### src/inc/otgcp_pkg.sv
// shared constants for the otg control and interface protect bank
package otgcp_pkg;

  // register addresses on the device register port
  localparam logic [5:0] OTGCP_IFC_WR_ADDR = 6'h07;
  localparam logic [5:0] OTGCP_IFC_SET_ADDR = 6'h08;
  localparam logic [5:0] OTGCP_IFC_CLR_ADDR = 6'h09;
  localparam logic [5:0] OTGCP_OTG_WR_ADDR = 6'h0A;
  localparam logic [5:0] OTGCP_OTG_SET_ADDR = 6'h0B;
  localparam logic [5:0] OTGCP_OTG_CLR_ADDR = 6'h0C;

  // otg control field positions
  localparam int OTGCP_ID_PU_BIT = 0;
  localparam int OTGCP_DP_PD_BIT = 1;
  localparam int OTGCP_DM_PD_BIT = 2;
  localparam int OTGCP_DISCHG_BIT = 3;
  localparam int OTGCP_CHG_BIT = 4;
  localparam int OTGCP_EXT_DRV_BIT = 6;
  localparam int OTGCP_EXT_IND_BIT = 7;
  // interface control field position
  localparam int OTGCP_PROT_DIS_BIT = 7;

  // reset values and writable masks
  localparam logic [7:0] OTGCP_OTG_RESET = 8'h06;
  localparam logic [7:0] OTGCP_OTG_WMASK = 8'hDF;
  localparam logic OTGCP_PROT_DIS_RESET = 1'b0;

  // width of the synchronised pin group
  localparam int OTGCP_SYNC_W = 3;

  // register port operation decoded from the address
  typedef enum logic [1:0] {
    OTGCP_OP_WRITE,
    OTGCP_OP_SET,
    OTGCP_OP_CLEAR,
    OTGCP_OP_NONE
  } otgcp_op_t;

  // interface protect circuit states
  typedef enum logic [1:0] {
    OTGCP_PROT_OFF,
    OTGCP_PROT_WATCH,
    OTGCP_PROT_CLAMP
  } otgcp_prot_t;

endpackage

### src/inc/otgcp_sync_if.sv
`timescale 1ns/10ps
// carries raw pin levels into the synchroniser and clean levels back
interface otgcp_sync_if #(
  parameter int W = 3
);
  logic [W-1:0] raw;   // pin levels, asynchronous
  logic [W-1:0] clean; // after two flip-flops

  modport core (input raw, output clean);
  modport user (output raw, input clean);
endinterface

### src/core/otgcp_bank.sv
`timescale 1ns/10ps
module otgcp_bank
  import otgcp_pkg::*;
(
  input wire logic clk_i,
  input wire logic rst_i,
  // register port from the link command decoder
  input wire logic [5:0] reg_addr_i,
  input wire logic [7:0] reg_wdata_i,
  input wire logic reg_wr_i,
  input wire logic reg_rd_i,
  output logic [7:0] reg_rdata_o,
  output logic reg_rvalid_o,
  // pins and same-clock status
  input wire logic stp_i,
  input wire logic link_busy_i,
  input wire logic hold_state_i,
  input wire logic vbus_cmp_i,
  input wire logic ext_indicator_i,
  // analog and pin controls
  output logic id_line_pullup_enable_o,
  output logic id_sample_en_o,
  output logic dplus_pulldown_enable_o,
  output logic dminus_pulldown_enable_o,
  output logic vbus_discharge_o,
  output logic vbus_charge_o,
  output logic power_switch_out_o,
  output logic vbus_valid_o,
  output logic stp_weak_pullup_o,
  output logic data_weak_pulldown_o,
  output logic link_undriven_o
);

  // whole block state in one word
  typedef struct packed {
    logic [7:0] otg;       // otg control image
    logic prot_dis;        // interface protect disable
    otgcp_prot_t ps;       // protect circuit state
    logic stp_pu;          // weak stp pull-up attached
    logic data_pd;         // weak data pull-downs attached
    logic [7:0] rdata;     // read answer
    logic rvalid;          // read answer strobe
    logic vbus_valid;      // selected vbus valid source
  } otgcp_st_t;

  otgcp_st_t st_reg;
  otgcp_st_t st_next;

  otgcp_sync_if #(.W(OTGCP_SYNC_W)) pins ();

  // pins arrive from outside the clock domain
  assign pins.raw = {ext_indicator_i, vbus_cmp_i, stp_i};

  otgcp_sync #(.W(OTGCP_SYNC_W)) u_sync (
    .clk_i(clk_i),
    .rst_i(rst_i),
    .sif(pins)
  );

  // settled pin levels
  logic stp_s;
  logic cmp_s;
  logic ext_s;
  assign stp_s = pins.clean[0];
  assign cmp_s = pins.clean[1];
  assign ext_s = pins.clean[2];

  // address decode for the two register groups
  otgcp_op_t otg_op;
  otgcp_op_t ifc_op;

  always_comb begin
    otg_op = OTGCP_OP_NONE;
    ifc_op = OTGCP_OP_NONE;
    if (reg_wr_i) begin
      unique case (reg_addr_i)
        OTGCP_OTG_WR_ADDR: otg_op = OTGCP_OP_WRITE;
        OTGCP_OTG_SET_ADDR: otg_op = OTGCP_OP_SET;
        OTGCP_OTG_CLR_ADDR: otg_op = OTGCP_OP_CLEAR;
        OTGCP_IFC_WR_ADDR: ifc_op = OTGCP_OP_WRITE;
        OTGCP_IFC_SET_ADDR: ifc_op = OTGCP_OP_SET;
        OTGCP_IFC_CLR_ADDR: ifc_op = OTGCP_OP_CLEAR;
        // unmapped writes are dropped
        default: otg_op = OTGCP_OP_NONE;
      endcase
    end
  end

  // next state of registers, protect circuit and outputs
  always_comb begin
    st_next = st_reg;
    st_next.rvalid = 1'b0;

    unique case (otg_op)
      OTGCP_OP_WRITE: st_next.otg = reg_wdata_i & OTGCP_OTG_WMASK;
      OTGCP_OP_SET: st_next.otg = st_reg.otg | (reg_wdata_i & OTGCP_OTG_WMASK);
      OTGCP_OP_CLEAR: st_next.otg = st_reg.otg & ~reg_wdata_i;
      OTGCP_OP_NONE: st_next.otg = st_reg.otg;
    endcase

    // only the protect bit lives in this interface register
    unique case (ifc_op)
      OTGCP_OP_WRITE: st_next.prot_dis = reg_wdata_i[OTGCP_PROT_DIS_BIT];
      OTGCP_OP_SET: st_next.prot_dis = st_reg.prot_dis | reg_wdata_i[OTGCP_PROT_DIS_BIT];
      OTGCP_OP_CLEAR: st_next.prot_dis = st_reg.prot_dis & ~reg_wdata_i[OTGCP_PROT_DIS_BIT];
      OTGCP_OP_NONE: st_next.prot_dis = st_reg.prot_dis;
    endcase

    // protect circuit watches stp by itself
    unique case (st_reg.ps)
      OTGCP_PROT_OFF: begin
        if (!st_next.prot_dis) begin
          st_next.ps = OTGCP_PROT_WATCH;
        end
      end
      OTGCP_PROT_WATCH: begin
        if (st_next.prot_dis) begin
          st_next.ps = OTGCP_PROT_OFF;
        end else if (stp_s && !link_busy_i && !hold_state_i) begin
          st_next.ps = OTGCP_PROT_CLAMP;
        end
      end
      OTGCP_PROT_CLAMP: begin
        if (st_next.prot_dis) begin
          st_next.ps = OTGCP_PROT_OFF;
        end else if (!stp_s || hold_state_i || link_busy_i) begin
          st_next.ps = OTGCP_PROT_WATCH;
        end
      end
      // illegal code falls back to a safe state
      default: st_next.ps = OTGCP_PROT_OFF;
    endcase

    st_next.stp_pu = !st_next.prot_dis;
    st_next.data_pd = (st_next.ps == OTGCP_PROT_CLAMP);

    if (st_reg.otg[OTGCP_EXT_IND_BIT]) begin
      st_next.vbus_valid = ext_s;
    end else begin
      st_next.vbus_valid = cmp_s;
    end

    if (reg_rd_i) begin
      st_next.rvalid = 1'b1;
      if (reg_addr_i == OTGCP_OTG_WR_ADDR || reg_addr_i == OTGCP_OTG_SET_ADDR ||
          reg_addr_i == OTGCP_OTG_CLR_ADDR) begin
        st_next.rdata = st_reg.otg;
      end else if (reg_addr_i == OTGCP_IFC_WR_ADDR || reg_addr_i == OTGCP_IFC_SET_ADDR ||
                   reg_addr_i == OTGCP_IFC_CLR_ADDR) begin
        // other interface bits are not held here and read zero
        st_next.rdata = {st_reg.prot_dis, 7'h00};
      end else begin
        st_next.rdata = 8'h00;
      end
    end
  end

  // one register stage for the whole state
  always_ff @(posedge clk_i) begin
    if (rst_i) begin
      st_reg.otg <= OTGCP_OTG_RESET;
      st_reg.prot_dis <= OTGCP_PROT_DIS_RESET;
      st_reg.ps <= OTGCP_PROT_WATCH;
      st_reg.stp_pu <= 1'b1;
      st_reg.data_pd <= 1'b0;
      st_reg.rdata <= 8'h00;
      st_reg.rvalid <= 1'b0;
      st_reg.vbus_valid <= 1'b0;
    end else begin
      st_reg <= st_next;
    end
  end

  // outputs straight from the state flops
  assign reg_rdata_o = st_reg.rdata;
  assign reg_rvalid_o = st_reg.rvalid;
  // id pull-up and sampling share bit 0
  assign id_line_pullup_enable_o = st_reg.otg[OTGCP_ID_PU_BIT];
  assign id_sample_en_o = st_reg.otg[OTGCP_ID_PU_BIT];
  assign dplus_pulldown_enable_o = st_reg.otg[OTGCP_DP_PD_BIT];
  assign dminus_pulldown_enable_o = st_reg.otg[OTGCP_DM_PD_BIT];
  // discharge held until link clears the bit
  assign vbus_discharge_o = st_reg.otg[OTGCP_DISCHG_BIT];
  // charge; link owns the 2ms se0 precheck
  assign vbus_charge_o = st_reg.otg[OTGCP_CHG_BIT];
  assign power_switch_out_o = st_reg.otg[OTGCP_EXT_DRV_BIT];
  assign vbus_valid_o = st_reg.vbus_valid;
  assign stp_weak_pullup_o = st_reg.stp_pu;
  assign data_weak_pulldown_o = st_reg.data_pd;
  assign link_undriven_o = st_reg.data_pd;
endmodule // otgcp_bank

### src/core/otgcp_sync.sv
`timescale 1ns/10ps
// two flip-flop synchroniser for a group of pin levels
module otgcp_sync #(
  parameter int W = 3
) (
  input wire logic clk_i,
  input wire logic rst_i,
  otgcp_sync_if.core sif
);

  // both stages in one state word
  typedef struct packed {
    logic [W-1:0] first;  // metastable stage, only read by second
    logic [W-1:0] second; // settled stage
  } otgcp_sync_st_t;

  otgcp_sync_st_t st_reg;
  otgcp_sync_st_t st_next;

  // shift the pins through both stages
  always_comb begin
    st_next = st_reg;
    st_next.first = sif.raw;
    st_next.second = st_reg.first;
  end

  // synchronous reset to a quiet level
  always_ff @(posedge clk_i) begin
    if (rst_i) begin
      st_reg <= '0;
    end else begin
      st_reg <= st_next;
    end
  end

  assign sif.clean = st_reg.second;

endmodule // otgcp_sync

### config.mk
export PLATFORM = sky130hd
export DESIGN_NAME = otgcp_bank
export DESIGN_NICKNAME = d
export VERILOG_FILES = /design/src/inc/otgcp_pkg.sv /design/src/inc/otgcp_sync_if.sv /design/src/core/otgcp_bank.sv /design/src/core/otgcp_sync.sv
export SDC_FILE = /design/constraint.sdc
export NUM_CORES = 1
export LEC_CHECK = 0
export ABC_CLOCK_PERIOD_IN_PS = 2200
export CAP_MARGIN = 25
export CORE_MARGIN = 1.5
export CORE_UTILIZATION = 55
export DETAILED_ROUTE_END_ITERATION = 12
export DONT_BUFFER_PORTS = 1
export GPL_ROUTABILITY_DRIVEN = 0
export MAX_ROUTING_LAYER = met4
export PLACE_DENSITY = 0.85
export SYNTH_ARGS = -nofsm -noshare
export SYNTH_HDL_FRONTEND = slang
export SYNTH_SLANG_ARGS = --single-unit
### constraint.sdc
create_clock -name clk_i -period 2.2 [get_ports clk_i]
set_input_delay 0.33 -clock clk_i [delete_from_list [all_inputs] [get_ports clk_i]]
set_output_delay 0.33 -clock clk_i [all_outputs]
set_load 0.02 [all_outputs]
==> qor.txt <==
number of synthesized flops with an enable pin -> 0
Tightest Pin Transition -> 0.465 ns
cts-stage hold buffer count -> 0
effective utilization at floorplan -> 0.569
final critical-path required period -> 1.63 ns
clock root buffer -> sky130_fd_sc_hd__clkbuf_4
post-synthesis net count -> 182
TritonCTS clock tree -> done
fin nets -> 177
Initial DRT Pass Iterations -> 4
Worst Path Max Fanout -> 8
share of cells above drive strength 1 -> 0.0987
final worst-path cycle share -> 0.743
area growth from synthesis to layout -> 3.88%
remaining routing DRC violations -> 0
max-slew violation count -> 0
number of resized instances in the post-cts repair step -> 0
Hold Vio Cnt, Final -> 0
path category of the worst min-delay check -> input pin to flip-flop
via count -> 1072
biggest area consumer among synthesized cells -> sky130_fd_sc_hd__dfxtp_1
distinct cell type count of the synthesized netlist -> 36
number of antenna violations at the first check in global routing -> 1
Detailed Route WL -> 2.65 mm
violation count after the first detailed-routing iteration -> 24
number of buffers on the longest clock path -> 2
Max-Slew Margin vs Limit -> 0.690
critical path data arrival time -> 1.86 ns
Die Span X -> 53.2 um
Synth async-reset ratio -> 0
synthesized netlist cell count -> 156
Pwr Total -> 1.06 mW
share of the synthesized area in the top cell type -> 0.419
first-pass GRT wire length -> 4.22 mm
worst-skew pair later-pin latency -> 0.33 ns
Boundary Pins -> 43
commonest non-fill, non-tap cell in the layout -> sky130_fd_sc_hd__dfxtp_1
sequential fraction of the synthesis area -> 0.419
Crit Path Category -> input pin to flip-flop
final-report setup violation count -> 0
max reg flops -> 8
buffers inserted by post-CTS timing repair -> 0
die height -> 53.2 um
estimated wirelength of the detail-placed design -> 1.93 mm
FMAX -> 612 MHz
cell area after technology mapping -> 1390 um^2
type of destination of the critical path -> flip-flop
core area -> 2430 um^2
kind of start point of the critical path -> input pin
Site Rows -> 18
pin count of the biggest net entering global routing -> 30
Worst Skew -> 0.0122 ns
most common flop cell mapped by yosys -> sky130_fd_sc_hd__dfxtp_1
most frequent cells in the layout -> sky130_fd_sc_hd__dfxtp_1, sky130_fd_sc_hd__a21oi_1, sky130_fd_sc_hd__nand2b_1
Die Outline Area -> 2830 um^2
max-cap check violation count -> 0
average cell area after synthesis -> 8.88 um^2
post-placement worst setup slack -> 0.248 ns
leakage dissipation -> 0.531 nW
setup repair after global routing missed its margin -> no
Finished Cell Area -> 1440 um^2
CTS buffer count -> 5
IR Drop Worst-Case VDD -> 0.504 mV
clock-pin slew of the registers on the worst-case setup and hold paths -> 0.10 ns
count of nets left with antenna violations after detail routing -> 0
top post-synthesis cells by area -> sky130_fd_sc_hd__dfxtp_1, sky130_fd_sc_hd__a21oi_1, sky130_fd_sc_hd__buf_4
worst reg-to-reg setup slack -> 1.05 ns
number of global-route vias before repair -> 1041
final setup TNS -> 0 ns
number of sinks on the clock net -> 29
power per cell area -> 734 nW/um^2
number of synthesized register bits -> 29
warnings from Yosys -> 0
mean number of vias per cell -> 5.86
worst-case hold slack -> 0.0585 ns
Congestion Overflow GR -> 0
aggregate global-route resource usage -> 0.216
area post-placement -> 1350 um^2
data required time of the worst path -> 2.42 ns
filler instances -> 220
H-tree Lvls -> 2
Avg WL per Cell -> 14.5 um
number of port buffers -> 0
post-route setup slack -> 0.566 ns
status -> completed
## through the flow
stage / cells / util
2_1_floorplan: 156 / -
3_3_place_gp: 174 / 0.556
3_5_place_dp: 174 / 0.556
4_1_cts: 182 / 0.591
5_1_grt: 183 / 0.592
6_report: 183 / 0.592
## area by class of cell
class | instances | area [um^2] | area share
clock buffer | 7 | 55.1 | 0.0383
multi-input combinational | 106 | 688 | 0.478
timing repair buffer | 3 | 22.5 | 0.0157
sequential | 29 | 581 | 0.403
inverter | 6 | 22.5 | 0.0157
clock inverter | 1 | 30.0 | 0.0209
antenna | 1 | 2.50 | 0.00174
tap | 30 | 37.5 | 0.0261
## Yosys cell counts (all sizes together), types with 5 or more instances
cell type,n
dfxtp,29
a21oi,16
nand2b,12
nor2,11
buf,10
nor2b,10
nand3,9
nor3,7
inv,6
a31oi,5
clkbuf,5
nand2,5
## cells by family after synthesis
kind of cell,count (synthesis),share of synthesized area
muxes,3,0.0226
AOI/OAI and AO/OA,35,0.180
and+or+nand+nor,62,0.248
adders and majority gates,4,0.0343
DFF,29,0.419
buffers and inverters,21,0.0840
xor gates and xnor gates,2,0.0126
## metal layers
metal	up-vias	track usage	share of wire
met5	-	-	0
met4	0	0.0769	0.014
met3	5	0.113	0.11
met2	45	0.381	0.50
met1	497	0.198	0.37
li1	525	-	-
## report_power, final
| part | switching (mW) | internal, mW |
|---|---|---|
| registers | 0.0132 | 0.536 |
| clock network | 0.184 | 0.271 |
| logic | 0.0228 | 0.0290 |
## worst max-delay path, cell delays in order
cell and delay [ns]:
sky130_fd_sc_hd__nor2_1 0.14, sky130_fd_sc_hd__nand3_1 0.09, sky130_fd_sc_hd__nor3_1 0.25, sky130_fd_sc_hd__inv_1 0.10, sky130_fd_sc_hd__ha_1 0.27, sky130_fd_sc_hd__inv_1 0.23, sky130_fd_sc_hd__nand2_1 0.09, sky130_fd_sc_hd__a221o_1 0.36
## final timing paths
| kind | cells past startpoint | to | from |
|---|---|---|---|
| setup reg to reg | 4 | st_reg[12]$_SDFF_PP1_ | u_sync.sif.clean[0]$_SDFF_PP0_ |
| setup / recovery | 8 | dminus_pulldown_enable_o$_SDFFE_PP1P_ | reg_addr_i[5] |
| hold / removal | 1 | reg_rdata_o[3]$_SDFFE_PP0P_ | rst_i |
| hold reg to reg | 1 | u_sync.sif.clean[1]$_SDFF_PP0_ | u_sync.st_next[1]$_SDFF_PP0_ |
(Power assumes the default switching activity.)
